**config.mk**
```make
export PLATFORM = sky130hd
export DESIGN_NAME = overvoltage_function
export DESIGN_NICKNAME = d
export VERILOG_FILES = /design/src/rtl/overvoltage_function.v /design/src/rtl/phase_channel.v
export VERILOG_INCLUDE_DIRS = /design/src /design/src/rtl
export SDC_FILE = /design/constraint.sdc
export NUM_CORES = 1
export LEC_CHECK = 0
export BUFFER_PORTS_ARGS = -buffer_cell sky130_fd_sc_hd__buf_2
export CAP_MARGIN = 30
export CORE_UTILIZATION = 37
export CTS_BUF_LIST = sky130_fd_sc_hd__clkbuf_2
export CTS_CLUSTER_SIZE = 14
export DETAILED_ROUTE_END_ITERATION = 8
export SETUP_SLACK_MARGIN = 0.15
export SYNTH_ARGS = -nofsm -noshare
export SYNTH_HDL_FRONTEND = slang
export SYNTH_SLANG_ARGS = --single-unit
```
**constraint.sdc**
```tcl
create_clock -name pclk -period 9 [get_ports pclk]
set_input_delay 1.8 -clock pclk [delete_from_list [all_inputs] [get_ports pclk]]
set_output_delay 1.8 -clock pclk [all_outputs]
set_load 0.03 [all_outputs]
```
**src/rtl/ovd_consts.vh**
```
// Constants of the three-phase definite-time overvoltage detector
//
// Contract
// - The block takes three fundamental RMS voltages (phase or line-pair) plus its settings.
// - A phase picks up when its voltage is above the pickup level, 30 to 130 percent, default 110.
// - A picked-up phase drops only when at least the dropout margin (1-10, default 5) below level, or when the function is inactive.
// - The block times a delay of 0 to 60000 ms (default 100) while a phase is picked up.
// - Each phase has a pickup and an expired status; expired only after its delay while picked up.
// - An enable setting, off by default, forces every pickup and trip output inactive when off.
// - An inhibit input from outside logic disables the function while it is asserted.
// - The overall trip combines per-phase pickup and expired states with the pickup-only setting.
// - Per-phase expired flags stay internal; three pickups, any-pickup and overall trip go out.
// - With line-pair mode selected the three channels stand for the three line pairs.
// - Any-phase pickup is high, one clock later, whenever any channel is picked up while the function is active.
`ifndef OVD_CONSTS_VH
`define OVD_CONSTS_VH

// ----------------------------------------------------------------
// Register offsets (byte addresses)
// ----------------------------------------------------------------
`define OFF_CTRL 12'h000
`define OFF_PICKUP 12'h004
`define OFF_MARGIN 12'h008
`define OFF_DELAY 12'h00C
`define OFF_STATUS 12'h010
`define OFF_IRQ_STAT 12'h014
`define OFF_IRQ_CLR 12'h018
`define OFF_IRQ_EN 12'h01C

// ----------------------------------------------------------------
// Field positions
// ----------------------------------------------------------------
`define CTRL_ENABLE_BIT 0
`define CTRL_PICKUP_ONLY_BIT 1
`define CTRL_LINE_PAIR_BIT 2
`define IRQ_TRIP_BIT 3
`define STAT_ANY_BIT 3
`define STAT_TRIP_BIT 4
`define STAT_INHIBIT_BIT 5
`define STAT_LINE_PAIR_BIT 6

// ----------------------------------------------------------------
// Reset values and setting ranges
// ----------------------------------------------------------------
`define RST_PICKUP 8'h6E
`define MIN_PICKUP 8'h1E
`define MAX_PICKUP 8'h82
`define RST_MARGIN 4'h5
`define MIN_MARGIN 4'h1
`define MAX_MARGIN 4'hA
`define RST_DELAY 16'h0064
`define MAX_DELAY 16'hEA60
`define RMS_PER_PERCENT 16'h000A

// ----------------------------------------------------------------
// Timing
// ----------------------------------------------------------------
`define CLK_PERIOD_NS 20
`define TIME_BASE_NS 1000000
`define TICK_CYCLES (`TIME_BASE_NS / `CLK_PERIOD_NS)

`endif

```
**src/rtl/overvoltage_function.v**
```verilog
// Top of the three-phase definite-time overvoltage detector with APB registers
`timescale 1ns/10ps
`default_nettype none
`include "ovd_consts.vh"

module overvoltage_function #(
	parameter integer TICK_CYCLES = `TICK_CYCLES
) (
	input wire pclk,
	input wire presetn,
	input wire psel,
	input wire penable,
	input wire pwrite,
	input wire [11:0] paddr,
	input wire [31:0] pwdata,
	output reg [31:0] prdata,
	output wire pready,
	output wire pslverr,
	input wire [15:0] phase1_fundamental_rms,
	input wire [15:0] phase2_fundamental_rms,
	input wire [15:0] phase3_fundamental_rms,
	input wire inhibit_input,
	output wire phase1_pickup,
	output wire phase2_pickup,
	output wire phase3_pickup,
	output reg any_phase_pickup,
	output reg overall_trip,
	output reg irq
);

// ----------------------------------------------------------------
// Declarations
// ----------------------------------------------------------------
reg function_enable_setting;
reg pickup_only_setting;
reg line_pair_mode;
reg [7:0] pickup_level_setting;
reg [3:0] dropout_margin_setting;
reg [15:0] trip_delay_setting;
reg [3:0] irq_stat_reg;
reg [3:0] irq_en_reg;
reg [3:0] irq_stat_next;
reg inhibit_meta_reg;
reg inhibit_sync_reg;
reg [31:0] tick_count_reg;
reg ms_tick_reg;
reg [2:0] pickup_prev_reg;
reg trip_prev_reg;
reg [31:0] read_value;
reg addr_ok;
reg [7:0] wr_pickup;
reg [3:0] wr_margin;
reg [15:0] wr_delay;
wire [15:0] level_on;
wire [15:0] level_off;
wire [47:0] rms_bus;
wire [2:0] pickup_vec;
wire [2:0] expired_vec;
wire active;
wire setup_phase;
wire access_phase;
wire wr_access;
wire trip_next;
wire [3:0] events;

// ----------------------------------------------------------------
// Bus phases
// ----------------------------------------------------------------
// Zero-wait slave: read data is captured in the setup cycle
assign setup_phase = psel && !penable;
assign access_phase = psel && penable;
assign wr_access = access_phase && pwrite && addr_ok;
assign pready = 1'b1;
assign pslverr = access_phase && !addr_ok;

// Address decode for mapped words
always @* begin
	if (paddr == `OFF_CTRL) begin
		addr_ok = 1'b1;
	end else if (paddr == `OFF_PICKUP) begin
		addr_ok = 1'b1;
	end else if (paddr == `OFF_MARGIN) begin
		addr_ok = 1'b1;
	end else if (paddr == `OFF_DELAY) begin
		addr_ok = 1'b1;
	end else if (paddr == `OFF_STATUS) begin
		addr_ok = 1'b1;
	end else if (paddr == `OFF_IRQ_STAT) begin
		addr_ok = 1'b1;
	end else if (paddr == `OFF_IRQ_CLR) begin
		addr_ok = 1'b1;
	end else if (paddr == `OFF_IRQ_EN) begin
		addr_ok = 1'b1;
	end else begin
		addr_ok = 1'b0;
	end
end

// ----------------------------------------------------------------
// Read multiplexer
// ----------------------------------------------------------------
// Clear register reads as zero, unmapped words read as zero
always @* begin
	read_value = 32'h00000000;
	if (paddr == `OFF_CTRL) begin
		read_value[`CTRL_ENABLE_BIT] = function_enable_setting;
		read_value[`CTRL_PICKUP_ONLY_BIT] = pickup_only_setting;
		read_value[`CTRL_LINE_PAIR_BIT] = line_pair_mode;
	end else if (paddr == `OFF_PICKUP) begin
		read_value[7:0] = pickup_level_setting;
	end else if (paddr == `OFF_MARGIN) begin
		read_value[3:0] = dropout_margin_setting;
	end else if (paddr == `OFF_DELAY) begin
		read_value[15:0] = trip_delay_setting;
	end else if (paddr == `OFF_STATUS) begin
		read_value[2:0] = pickup_vec;
		read_value[`STAT_ANY_BIT] = any_phase_pickup;
		read_value[`STAT_TRIP_BIT] = overall_trip;
		read_value[`STAT_INHIBIT_BIT] = inhibit_sync_reg;
		read_value[`STAT_LINE_PAIR_BIT] = line_pair_mode;
	end else if (paddr == `OFF_IRQ_STAT) begin
		read_value[3:0] = irq_stat_reg;
	end else if (paddr == `OFF_IRQ_EN) begin
		read_value[3:0] = irq_en_reg;
	end
end

// Registered read data
always @(posedge pclk or negedge presetn) begin
	if (!presetn) begin
		prdata <= 32'h00000000;
	end else if (setup_phase && !pwrite) begin
		prdata <= read_value;
	end
end

// ----------------------------------------------------------------
// Setting write values clamped to their legal ranges
// ----------------------------------------------------------------
always @* begin
	if (pwdata[31:8] != 24'h000000 || pwdata[7:0] > `MAX_PICKUP) begin
		wr_pickup = `MAX_PICKUP;
	end else if (pwdata[7:0] < `MIN_PICKUP) begin
		wr_pickup = `MIN_PICKUP;
	end else begin
		wr_pickup = pwdata[7:0];
	end
	if (pwdata[31:4] != 28'h0000000 || pwdata[3:0] > `MAX_MARGIN) begin
		wr_margin = `MAX_MARGIN;
	end else if (pwdata[3:0] < `MIN_MARGIN) begin
		wr_margin = `MIN_MARGIN;
	end else begin
		wr_margin = pwdata[3:0];
	end
	if (pwdata[31:16] != 16'h0000 || pwdata[15:0] > `MAX_DELAY) begin
		wr_delay = `MAX_DELAY;
	end else begin
		wr_delay = pwdata[15:0];
	end
end

// ----------------------------------------------------------------
// Setting registers
// ----------------------------------------------------------------
// Writes take effect at the access edge only
always @(posedge pclk or negedge presetn) begin
	if (!presetn) begin
		function_enable_setting <= 1'b0;
		pickup_only_setting <= 1'b0;
		line_pair_mode <= 1'b0;
		pickup_level_setting <= `RST_PICKUP;
		dropout_margin_setting <= `RST_MARGIN;
		trip_delay_setting <= `RST_DELAY;
		irq_en_reg <= 4'h0;
	end else if (wr_access) begin
		if (paddr == `OFF_CTRL) begin
			function_enable_setting <= pwdata[`CTRL_ENABLE_BIT];
			pickup_only_setting <= pwdata[`CTRL_PICKUP_ONLY_BIT];
			line_pair_mode <= pwdata[`CTRL_LINE_PAIR_BIT];
		end else if (paddr == `OFF_PICKUP) begin
			pickup_level_setting <= wr_pickup;
		end else if (paddr == `OFF_MARGIN) begin
			dropout_margin_setting <= wr_margin;
		end else if (paddr == `OFF_DELAY) begin
			trip_delay_setting <= wr_delay;
		end else if (paddr == `OFF_IRQ_EN) begin
			irq_en_reg <= pwdata[3:0];
		end
	end
end

// ----------------------------------------------------------------
// Inhibit pin synchroniser
// ----------------------------------------------------------------
// Two flops, only the second one is looked at
always @(posedge pclk or negedge presetn) begin
	if (!presetn) begin
		inhibit_meta_reg <= 1'b0;
		inhibit_sync_reg <= 1'b0;
	end else begin
		inhibit_meta_reg <= inhibit_input;
		inhibit_sync_reg <= inhibit_meta_reg;
	end
end

// Function runs only when enabled and not inhibited
assign active = function_enable_setting && !inhibit_sync_reg;

// ----------------------------------------------------------------
// Millisecond time base
// ----------------------------------------------------------------
// One-cycle enable every TICK_CYCLES clocks
always @(posedge pclk or negedge presetn) begin
	if (!presetn) begin
		tick_count_reg <= 32'h00000000;
		ms_tick_reg <= 1'b0;
	end else if (tick_count_reg >= TICK_CYCLES - 1) begin
		tick_count_reg <= 32'h00000000;
		ms_tick_reg <= 1'b1;
	end else begin
		tick_count_reg <= tick_count_reg + 32'h00000001;
		ms_tick_reg <= 1'b0;
	end
end

// ----------------------------------------------------------------
// Thresholds in RMS units (tenths of a percent of nominal)
// ----------------------------------------------------------------
assign level_on = {8'h00, pickup_level_setting} * `RMS_PER_PERCENT;
assign level_off = ({8'h00, pickup_level_setting} - {12'h000, dropout_margin_setting})
	* `RMS_PER_PERCENT;

// Channel inputs: phases or line pairs as the upstream stage delivers
assign rms_bus = {phase3_fundamental_rms, phase2_fundamental_rms,
	phase1_fundamental_rms};

// ----------------------------------------------------------------
// Measuring channels
// ----------------------------------------------------------------
genvar ch;
generate
	for (ch = 0; ch < 3; ch = ch + 1) begin : g_channel
		phase_channel u_channel (
			.pclk(pclk),
			.presetn(presetn),
			.rms(rms_bus[ch*16 +: 16]),
			.level_on(level_on),
			.level_off(level_off),
			.delay_ms(trip_delay_setting),
			.ms_tick(ms_tick_reg),
			.active(active),
			.pickup_reg(pickup_vec[ch]),
			.expired_reg(expired_vec[ch])
		);
	end
endgenerate

// ----------------------------------------------------------------
// Decision logic
// ----------------------------------------------------------------
// Expired flags never leave the block
assign phase1_pickup = pickup_vec[0];
assign phase2_pickup = pickup_vec[1];
assign phase3_pickup = pickup_vec[2];
assign trip_next = active && !pickup_only_setting && |(expired_vec & pickup_vec);

// General outputs registered
always @(posedge pclk or negedge presetn) begin
	if (!presetn) begin
		any_phase_pickup <= 1'b0;
		overall_trip <= 1'b0;
	end else begin
		any_phase_pickup <= active && |pickup_vec;
		overall_trip <= trip_next;
	end
end

// ----------------------------------------------------------------
// Interrupt status, enable and clear
// ----------------------------------------------------------------
// Events: rising pickup per phase and rising overall trip
assign events = {overall_trip && !trip_prev_reg, pickup_vec & ~pickup_prev_reg};

// Set wins over a clear in the same cycle
always @* begin
	irq_stat_next = irq_stat_reg;
	if (wr_access && paddr == `OFF_IRQ_CLR) begin
		irq_stat_next = irq_stat_next & ~pwdata[3:0];
	end
	irq_stat_next = irq_stat_next | events;
end

// Event edge memory, sticky status and level interrupt
always @(posedge pclk or negedge presetn) begin
	if (!presetn) begin
		pickup_prev_reg <= 3'h0;
		trip_prev_reg <= 1'b0;
		irq_stat_reg <= 4'h0;
		irq <= 1'b0;
	end else begin
		pickup_prev_reg <= pickup_vec;
		trip_prev_reg <= overall_trip;
		irq_stat_reg <= irq_stat_next;
		irq <= |(irq_stat_next & irq_en_reg);
	end
end

endmodule // overvoltage_function

`default_nettype wire

```
**src/rtl/phase_channel.v**
```verilog
// One measuring channel: pickup with dropout margin and definite-delay timer
`timescale 1ns/10ps
`default_nettype none

module phase_channel (
	input wire pclk,
	input wire presetn,
	input wire [15:0] rms,
	input wire [15:0] level_on,
	input wire [15:0] level_off,
	input wire [15:0] delay_ms,
	input wire ms_tick,
	input wire active,
	output reg pickup_reg,
	output reg expired_reg
);

reg [15:0] count_reg;
reg pickup_next;

// Pickup decision with hysteresis
always @* begin
	if (!active) begin
		pickup_next = 1'b0;
	end else if (!pickup_reg) begin
		pickup_next = (rms > level_on);
	end else begin
		pickup_next = !(rms <= level_off);
	end
end

// Pickup flag, delay timer and expired flag
always @(posedge pclk or negedge presetn) begin
	if (!presetn) begin
		pickup_reg <= 1'b0;
		count_reg <= 16'h0000;
		expired_reg <= 1'b0;
	end else begin
		pickup_reg <= pickup_next;
		if (!pickup_reg || !active) begin
			count_reg <= 16'h0000;
		end else if (ms_tick && (count_reg < delay_ms)) begin
			count_reg <= count_reg + 16'h0001;
		end
		expired_reg <= active && pickup_reg && pickup_next && (count_reg >= delay_ms);
	end
end

endmodule // phase_channel

`default_nettype wire

```
Word level (Yosys, flattened, before mapping)
Cells that the tools add are included.
- bitwise operators: 11
- muxes and demuxes: 40
- add/subtract/negate cells: 5
- multiply operators: 2
- $lt $le $gt $ge: 18
- equality and inequality tests: 7
- reductions and logical operators: 58
- operators by type and width (operator ; number):
    16-bit 2-to-1 mux ; 7
    16-bit by 1-bit adder with 16-bit output (second input constant) ; 3
    12-bit by 5-bit equality test with 1-bit output (second input constant) ; 4
    16-bit >= comparator ; 3
    16-bit by 12-bit > comparator with 1-bit output ; 3
    16-bit less-or-equal comparator ; 3
    16-bit < comparator ; 3
    32-bit by 1-bit adder with 32-bit output (second input constant) ; 1
    32-bit by 16-bit >= comparator with 1-bit output (second input constant) ; 1
    32-bit 2-to-1 mux ; 1
    8-bit 2-to-1 mux ; 4
    4-bit 2-to-1 mux ; 7
    28-bit nonzero test ; 1
    12-bit by 4-bit equality test with 1-bit output (second input constant) ; 2
    1-bit logical AND ; 24
    24-bit nonzero test ; 1
    16-bit > comparator (second input constant) ; 1
    16-bit by 3-bit multiplier with 15-bit output (second input constant) ; 1
    16-bit nonzero test ; 1
    1-bit 2-to-1 mux ; 15
    1-bit zero test ; 13
    13-bit 2-to-1 mux ; 1
    12-bit by 3-bit equality test with 1-bit output (second input constant) ; 1
    12-bit zero test ; 1
    25 further kinds ; 39
- output and inout bits: 40
- input bits: 98
- logic and storage cells: 168
- register bits after elaboration: 151

Logic depth before layout (Yosys ltp)
Gate-level depths: netlist of run 1.
- depth in word-level cells: 15
- depth in mapped cells: 23

Cells and area by module
Synthesis of run 1 repeated with hierarchy kept, for this count alone.
- cell total of the unflattened synthesis: 1317
- area, all modules: 11793.8 um^2
- modules (own cells, without submodules) (module ; seq. area each (um^2) ; area each (um^2) ; cells each ; times used):
    overvoltage_function ; 2439.8 ; 5420.2 ; 523 ; 1
    phase_channel at g_channel[0].u_channel ... ; 450.4 ; 2135.8 ; 266 ; 2
    phase_channel at g_channel[2].u_channel ; 450.4 ; 2102.0 ; 262 ; 1

Worst setup path after synthesis of run 1
Ideal clock, no wire load.
- path kind: flip-flop to flip-flop
- from: reg pickup_level_setting[0]
- to: reg g_channel[1].u_channel.pickup_reg
- required time: 8876 ps
- stages on the path, launching flop included: 22
- library setup time: 124 ps
- slack: 4361 ps
- period minus slack after synthesis: 4639 ps
- data arrival time: 4515 ps
- path buffers: 1
- path through: dfrtp_1 > inv_1 > ha_1 > fa_1 > nor2b_1 > o21a_1 > o21ai_0 > o21ai_0 > ha_1 > fa_1 > a211o_1 > o211ai_2 > a211oi_2 > buf_2 > xnor2_1 > ha_1 > and3_1 > and3_1 > a211o_1 > o32ai_1 > a21oi_1 > o21bai_1
- word-level cells in the longest chain between the ends: 6
- elaborated cells between the ends (all ways): 8
- those cells by class: add/sub (1); mul (2); order compare (2); mux (2); reduce/logical (1)
- ends and longest elaborated chain (element ; line ; source):
    start: declaration ; overvoltage_function.v:37 ; reg [7:0] pickup_level_setting;
    start signal: assignment ; overvoltage_function.v:171 ; pickup_level_setting <= `RST_PICKUP;
    start signal: assignment ; overvoltage_function.v:181 ; pickup_level_setting <= wr_pickup;
    8-bit by 4-bit subtractor with 9-bit output ; overvoltage_function.v:230 ; assign level_off = ({8'h00, pickup_level_setting} - {12'h000, dropout_margin_setting})
    16-bit by 3-bit multiplier with 15-bit output (no line) ; n/a ;
    16-bit less-or-equal comparator ; phase_channel.v:28 ; pickup_next = !(rms <= level_off);
    1-bit zero test ; phase_channel.v:28 ;
    1-bit 2-to-1 mux * ; phase_channel.v:25 ; end else if (!pickup_reg) begin
    1-bit 2-to-1 mux * ; phase_channel.v:23 ; if (!active) begin
    via g_channel[1].u_channel.pickup_next ; phase_channel.v:19 ; reg pickup_next;
    end signal: assignment ; phase_channel.v:39 ; pickup_reg <= pickup_next;
    end: declaration ; phase_channel.v:14 ; output reg pickup_reg,
Mark *: on every way through the listed nets, which the timed path passes. The rest lies on a longest branch.
A chain may end at the register's enable or synchronous reset.

Worst setup path in the final report of run 1
Same ends and word-level chain as after synthesis.

==> metrics, run 1 <==
status=finished, final reports clean; post-CTS sizing=0; drt first pass iters=6; ANT nets after route=0; Worst Path Required=9.64 ns; clk_skew=roughly 0.057 ns; sequential-to-total area share from yosys stat=between 30% and 40%; Yosys reg bits=between 150 and 200; EDFF count, synth=0; synthesized instance count=1,167; HP Class=register to register; register area=about 0.0038 sq mm; Skew-Pair Late Insertion Delay=~0.75 ns; antenna violations before repair=1; Post-CTS Setup Repair Bufs=0; clock sinks=between 150 and 200; most instantiated library cell after synthesis=ha_1; Arrival @ worst endpoint=around 6.2 ns; # fillers=roughly 2.9k; IO Port Bufs=120; WL/cell=roughly 18 um; Tot GR Track Use=20.1%; Clock Path Buffers=2; Vias=a little over 9k; period utilization=around three fifths; total core area=0.0289 sq mm; Die X=roughly 170 um; P_leak=a little under 6 nW; Worst-path clk slew=0.27 ns; hold buffers post-CTS=0; first-pass GRT wire length=slightly below 50 mm; Post-synth top flop=dfrtp_1; Startpoint Class=register; relative max-transition margin=between 40% and 50%; Synth top area share=between 30% and 40%; vias in the first global route=about 9.2k; clock buffer count from CTS=17; placed cells=between 1.5k and 2k; cell area after synthesis=about 0.011 sq mm; H-tree depth=4; DR vias/cell=5.52; Worst Tran Pin Value=between 0.8 and 0.9 ns; Syn-to-layout area delta=11.2%; grt peak-use layer=met2; CTS root buf=clkbuf_2; Final Core Density=around 42%; Synth area leader=dfrtp_1; WS Path Type=register to register; Post-synth ARST share=100%; worst-path fanout max=13; grt met2 use=approximately 33%; die height=approximately 170 um; setup slack after layout=about 3.5 ns; Post-Layout Cell Count=around 1.7k; largest net degree at the start of global routing=90; Synth top cells by count=ha_1 (159), dfrtp_1 (141), nand2_1 (79); Critical Path End Type=register; I/O pin cnt=138; final wirelength=a little under 30 mm; Layout Nets=approximately 1.6k; GP Congestion=about 0.90; initial DRC count=579; global-route track usage on met1=about 27%; met3 Track Usage GR=~2.7%; Starting Density=approximately 38%; RSZ-0062 raised after global routing=no; Max VDD drop=slightly above 0.07 mV; Fin. Hold Viols=0; global route overflow=0; Slew Viols, Final=0; Power Total=approximately 1.2 mW; Core Rows=a little over 60; # Max-Cap Violations=0; PD cells=between 100 and 150 mW/mm^2; CTS tree=done; Yosys warnings=0; max reg flops=48; Period minus WS final=roughly 5.5 ns; Setup TNS=0 ns; full die area=between 0.03 and 0.04 sq mm; DRC Markers=0; Mapped Avg Cell Area=9.42 sq um; synth top area cells=dfrtp_1 (32%), ha_1 (18%), a21oi_1 (3.4%), nand2_1 (2.7%), nor2_1 (2.7%); Synth cell types=77; pre-CTS setup slack=3.61 ns; f_max=181 MHz; area occupied by multi-input gates=just under 0.007 sq mm; Final setup viols=0; share of layout cells above drive strength 1=14.8%; HPWL after detailed placement=23.4 mm
==> metal layers <==
metal / vias up / share of wire, % / routed length [um]
met5: - / 0 / 0
met4: 0 / 3.0 / 901
met3: 47 / 4.5 / 1330
met2: 248 / 46 / 13700
met1: 4465 / 47 / 13800
li1: 4588 / - / -
==> worst max-delay path, cell delays in order (launching register included) <==
cell and delay [ns]:
dfrtp_1 0.59, inv_1 0.08, ha_1 0.21, fa_1 0.40
nor2b_1 0.17, o21ai_1 0.14, nand2_1 0.36, inv_1 0.21
ha_1 0.34, ha_1 0.34, o21a_1 0.12, nor2_1 0.06
a211oi_2 0.58, xnor2_1 0.28, ha_1 0.36, and3_1 0.19
and3_1 0.18, a211o_1 0.29, o32ai_1 0.26, a21oi_1 0.13
o21bai_1 0.17
==> logic make-up (layout without fill, tap and decap cells) <==
family                     Yosys count  count (layout)  share of synthesized area, %
and+or+nand+nor                    383             383                          18.7
muxes                               17              17                          1.62
AOI/OAI and AO/OA                  299             299                          18.5
other                                2              34                        0.0683
xor gates and xnor gates            42              42                          3.35
adders and majority gates          162             162                          18.6
buffers and inverters              111             221                          4.67
DFF                                151             151                          34.5
==> power by group <==
part	switching [mW]	internal, mW
clock	0.301	0.119
sequential	0.00163	0.685
combinational	0.0883	0.0475
==> cell usage in the layout, fill, tap and decap left out, types with 36 or more instances in the layout <==
master | synthesis | layout
a21o_1 | 36 | 36
a21oi_1 | 75 | 75
buf_2 | 7 | 120
dfrtp_1 | 141 | 141
ha_1 | 159 | 159
inv_1 | 66 | 66
nand2_1 | 79 | 79
nand3_1 | 38 | 38
nand4_1 | 38 | 38
nor2_1 | 78 | 78
o21ai_0 | 54 | 54
==> path summary, 6_finish.rpt <==
| kind | start | to | slack [ns] | depth (start not counted) |
|---|---|---|---|---|
| max | pickup_level_setting[0] | g_channel[1].u_channel.pickup_reg | 3.49 | 20 |
| min in group asynchronous | presetn | g_channel[0].u_channel.count_reg[12] | 1.07 | 1 |
| max in group asynchronous | presetn | tick_count_reg[20] | 6.52 | 2 |
| max reg2reg | pickup_level_setting[0] | g_channel[1].u_channel.pickup_reg | 3.49 | 20 |
| min | inhibit_meta_reg | inhibit_sync_reg | 0.39 | 0 |
| min reg2reg | inhibit_meta_reg | inhibit_sync_reg | 0.39 | 0 |
==> area by class of cell <==
| cell class | instances | share of cell area (%) |
|---|---|---|
| clock buffer | 17 | 0.696 |
| clock inverter | 15 | 1.47 |
| sequential | 151 | 31.0 |
| antenna | 1 | 0.0205 |
| timing repair buffer | 123 | 5.13 |
| tap | 384 | 3.93 |
| inverter | 66 | 2.03 |
| multi-input combinational | 936 | 55.7 |
==> per-stage QoR <==
| stage | hold WS (ns) | instance area [sq um] |
|---|---|---|
| 2_1_floorplan | 0.331 | 11100 |
| 3_3_place_gp | 0.337 | 11900 |
| 3_5_place_dp | 0.354 | 12000 |
| 4_1_cts | 0.397 | 12200 |
| 5_1_grt | 0.411 | 12200 |
| 6_report | 0.387 | 12200 |
Power figures use the tool's default switching activity.
==> run 2, diff against run 1 <==
Clock period 9 ns to 4.9 ns, I/O delays scaled along.
==> run 2 against run 1 <==
  * The flow now finishes with violations (DRC)
  * Critical path depth is 2 higher
  * Largest power group unchanged
  * Clock skew is 0.00083 ns lower
  * Routed wire length is 2.4% higher
  * Core utilization is 2.1 points higher
  * Clock power is 89% higher
==> metrics, run 2 (synthesis results as in run 1) <==
Period minus WS final=4.79 ns; fin area=between 0.01 and 0.015 sq mm; Clock Path Buffers=2; most frequent cells in the layout=ha_1 (148), dfrtp_1 (141), buf_2 (119); worst reg2reg setup slack=0.11 ns; global route overflow=0; CTS tree=done; Fin. Hold Viols=0; Setup TNS=0 ns; HPWL after detailed placement=23.7 mm; Arrival @ worst endpoint=between 5 and 6 ns; Worst Tran Pin Value=roughly 0.8 ns; final wirelength=just over 30 mm; f_max=roughly 210 MHz; full die area=0.0304 sq mm; Tot GR Track Use=about a fifth; drt first pass iters=8; Worst-path clk slew=~0.28 ns; total core area=roughly 0.029 sq mm; largest net degree at the start of global routing=84; power share of the sequential group=54.2%; Core Rows=62; Clock Power Share=roughly 34%; Worst Path Required=between 5 and 6 ns; hold buffers post-CTS=0; Net Switching=between 700 and 800 uW; max reg flops=48; CTS root buf=clkbuf_2; antenna violations before repair=1; FF-to-FF path depth=22; GP Congestion=roughly 0.87; vias in the first global route=a little over 9k; CP Capture Point=g_channel[0].u_channel.expired_reg; I/O pin cnt=~140; H-tree depth=4; IO Port Bufs=120; first-pass GRT wire length=between 40 and 50 mm; sw frac=31.7%; part of the power in combinational logic=between 10 and 15%; die height=174 um; Final Core Density=44.3%; DRC Markers=1; HP Class=input port to async pin; clk_skew=roughly 0.056 ns; crit path launch=pickup_level_setting[1]; worst-path fanout max=4; Vias=between 9k and 10k; placed cell area=between 0.01 and 0.015 sq mm; DR vias/cell=roughly 5.5; initial DRC count=666; PD cells=between 150 and 200 mW/mm^2; RR Startpoint=pickup_level_setting[1]; Final setup viols=0; Max VDD drop=~0.11 mV; RR Endpoint=g_channel[0].u_channel.expired_reg; violations in the final reports=DRC; Internal Power=1.59 mW; RSZ-0062 raised after global routing=yes; WL/cell=between 15 and 20 um; # Max-Cap Violations=0; Layout Nets=1,593; Startpoint Class=register; clock buffer count from CTS=17; period utilization=97.8%; relative max-transition margin=approximately 45%; Syn-to-layout area delta=16.6%; Power Total=2.33 mW; most common cell after layout, fill and taps aside=ha_1; Starting Density=38.0%; clock sinks=between 150 and 200; Critical Path End Type=register; P_leak=slightly above 6 nW; Slew Viols, Final=0; Die X=174 um; WS Path Type=register to register; ANT nets after route=0; status=finished, violations left; Skew-Pair Late Insertion Delay=about 0.74 ns; share of layout cells above drive strength 1=between 20% and 30%
[run 2: routing by layer]
layer / vias to the layer above / wire length (um) / track usage [%]
li1: 4654 / - / -
met3: 46 / 1340 / 2.73
met5: - / 0 / 0
met1: 4603 / 14400 / 27.9
met2: 274 / 13900 / 33.1
met4: 0 / 768 / 6.65
[run 2: area by class of cell]
type	count	area, sq um
clock buffer	17	85.1
sequential	151	3790
clock inverter	15	203
fill	2823	16100
timing repair buffer	161	915
multi-input combinational	936	7090
tap	384	480
antenna	2	5.00
inverter	66	248
[run 2: stage by stage]
step                      std cells  hold slack, ns  worst slack (ns)
final                          1732           0.208             0.106
after global routing           1732           0.162            -0.146
after CTS                      1716           0.182             0.148
after detailed placement       1675           0.346           -0.0496
after global placement         1675           0.337            0.0976
after floorplan                1198           0.331             0.261
[run 2: how the worst min path moves through the flow]
stage                     start               end  slack [ns]
2_1_floorplan  inhibit_meta_reg  inhibit_sync_reg        0.33
3_3_place_gp   inhibit_meta_reg  inhibit_sync_reg        0.34
3_5_place_dp   inhibit_meta_reg  inhibit_sync_reg        0.35
4_1_cts                 presetn        prdata[15]        0.18
5_1_grt                 presetn        prdata[15]        0.16
6_report                presetn        prdata[11]        0.21
[run 2: critical path, stage by stage, from the launching register on]
cell      delay (ns)
dfstp_2         0.63
ha_1            0.22
nor2b_1         0.13
o21ai_1         0.12
nand2b_1        0.10
buf_4           0.15
xor2_2          0.15
ha_1            0.29
ha_2            0.21
fa_2            0.38
a211o_1         0.28
o211ai_2        0.12
nand2_1         0.14
a21oi_2         0.20
xor2_2          0.11
buf_4           0.16
ha_4            0.26
nand4_1         0.10
nor2_1          0.10
o31ai_1         0.07
a2111o_1        0.37
a32o_2          0.28
a211oi_2        0.14
[run 2: repair_timing]
action,4_1_cts,5_1_grt
gates resized for setup,30,20
buffers inserted,9,14
pin swaps,13,30
endpoints found under the setup margin,6,6
[run 2: power by group through the flow]
| stage | clock network (mW) | logic, mW | registers (mW) |
|---|---|---|---|
| 5_1_grt | 0.880 | 0.300 | 1.26 |
| 6_report | 0.797 | 0.268 | 1.26 |
| 2_1_floorplan | 0 | 0.138 | 1.28 |
| 4_1_cts | 0.824 | 0.256 | 1.26 |
| 3_3_place_gp | 0 | 0.246 | 1.28 |
| 3_5_place_dp | 0 | 0.250 | 1.28 |
==> run 3, diff against run 2 <==
Settings changed: REMOVE_ABC_BUFFERS from default to 1.
==> run 3 against run 2 <==
  * The run now ends clean
  * Cell count down 0.29%
  * Largest cell class unchanged
  * Clock skew shrank 0.0059 ns
  * Fmax fell by 0.39%
  * Count of clock-buffer cells in the layout increased by 1
  * Largest power group unchanged
  * Worst setup slack lost 0.019 ns
  * Core utilization grew 0.10 points
==> metrics, run 3 (synthesis results as in run 1) <==
status=finished, final reports clean; IO Port Bufs=120; Period minus WS final=about 4.8 ns; full die area=around 0.030 sq mm; worst-path fanout max=3; clock sinks=about 150; GP Congestion=0.913; share of layout cells above drive strength 1=roughly a fifth; Critical Path End Type=register; Worst-path clk slew=0.25 ns; RSZ-0062 raised after global routing=yes; CTS tree=done; DR vias/cell=~5.5; # Max-Cap Violations=0; clock buffer count from CTS=17; slowest stage delay, CP=about 0.59 ns; die height=roughly 170 um; Worst Path Required=5.52 ns; WS Path Type=register to register; fin area=0.0128 sq mm; f_max=between 200 and 250 MHz; first-pass GRT wire length=around 49 mm; placed cells=1,672; relative max-transition margin=approximately 46%; PD cells=177 mW/mm^2; I/O pin cnt=approximately 140; most frequent cells in the layout=ha_1 (146), dfrtp_1 (141), buf_2 (119); Startpoint Class=register; total core area=0.0289 sq mm; Worst path slowest cell=dfstp_2; most common cell after layout, fill and taps aside=ha_1; final wirelength=30.6 mm; Core Rows=62; antenna violations before repair=4; Arrival @ worst endpoint=5.44 ns; H-tree depth=4; ordered list of cells on the worst path=ha_1, nor2b_4, o21ai_2, nand2b_1, a21o_1, or3_4, xnor2_4, ha_4, ha_4, o21a_1, nor2_4, a21oi_2, nand2_2, xnor2_2, ha_1, and3_4, and3_4, a211o_1, o32ai_2, a21oi_2, a21boi_2; Die X=roughly 170 um; Starting Density=between 30% and 40%; placed cell area=0.0121 sq mm; Post-Layout Cell Count=between 1.5k and 2k; Layout Nets=1,588; P_leak=roughly 6 nW; Vias=between 9k and 10k; Final setup viols=0; Worst Tran Pin Value=~0.81 ns; CTS root buf=clkbuf_2; Max VDD drop=~0.14 mV; max reg flops=48; clk_skew=~0.05 ns; DRC Markers=0; ANT nets after route=0; initial DRC count=between 600 and 700; HP Class=input port to async pin; # fillers=2,861; drt first pass iters=5; HPWL after detailed placement=roughly 23 mm; vias in the first global route=9,221; Slew Viols, Final=0; WL/cell=between 15 and 20 um; Clock Path Buffers=2; Tot GR Track Use=20.2%; largest net degree at the start of global routing=82; Skew-Pair Late Insertion Delay=0.75 ns; Fin. Hold Viols=0; Syn-to-layout area delta=16.9%; worst reg2reg setup slack=between 0.08 and 0.09 ns; global route overflow=0; period utilization=between 90% and 100%
-- run 3: cell count changes in the layout (fill, tap and decap cells not counted), sizes merged --
cell    previous run  this run
buf              161       156
clkinv             7         5
inv               73        74
clkbuf            17        18
-- run 3: worst paths after layout --
| path | from | endpoint | cells past startpoint |
|---|---|---|---|
| min reg2reg | inhibit_meta_reg | inhibit_sync_reg | 0 |
| max | pickup_level_setting[1] | g_channel[1].u_channel.expired_reg | 21 |
| max reg2reg | pickup_level_setting[1] | g_channel[1].u_channel.expired_reg | 21 |
| min | presetn | prdata[8] | 1 |
| min in group pclk | inhibit_input | inhibit_meta_reg | 1 |
| max in group asynchronous | presetn | trip_delay_setting[6] | 2 |
-- run 3: critical path: cells and delay by family, from the launching register on --
| kind | cells | cell delay (ns) |
|---|---|---|
| adders and majority gates | 4 | 1.09 |
| DFF | 1 | 0.59 |
| xor gates and xnor gates | 2 | 0.41 |
| and+or+nand+nor | 7 | 1.18 |
| AOI/OAI and AO/OA | 8 | 1.46 |
-- run 3: final cells by class --
cell class	count	area, sq um	area share, %
well taps	384	480	3.74
clock buffers	18	90.1	0.701
inverters	66	248	1.93
clock inverters	14	159	1.24
repair buffers	156	890	6.92
multi-input cells	936	7190	55.9
flip-flops and latches	151	3790	29.5
diodes	2	5.00	0.0389
-- run 3: what timing repair did --
action | 4_1_cts | 5_1_grt
buffers inserted | 6 | 15
pin swaps | 16 | 38
setup endpoints to repair | 6 | 6
gates resized for setup | 25 | 41
hold endpoints to repair | 0 | 0
hold buffers | 0 | 0
-- run 3: report_power, final --
group          switching, mW  internal (mW)
logic                  0.170          0.103
clock network          0.522          0.213
registers            0.00300           1.26
-- run 3: through the flow --
stage | setup WS (ns) | utilization, % | TNS (ns) | hold WS, ns | power [mW]
2_1_floorplan | 0.196 | - | 0 | 0.331 | 1.40
3_3_place_gp | 0.0685 | 41.7 | 0 | 0.332 | 1.53
3_5_place_dp | -0.0724 | 41.7 | -0.0990 | 0.346 | 1.53
4_1_cts | 0.153 | 43.1 | 0 | 0.166 | 2.29
5_1_grt | -0.112 | 44.4 | -0.271 | 0.132 | 2.39
6_report | 0.0866 | 44.4 | 0 | 0.185 | 2.27
-- run 3: per-layer routing --
layer	global-route usage, %	vias to the layer above	wire (um)
met5	0	-	11
met1	27.0	4555	14300
met3	3.54	35	1300
li1	-	4636	-
met2	33.5	218	14400
met4	5.48	2	548
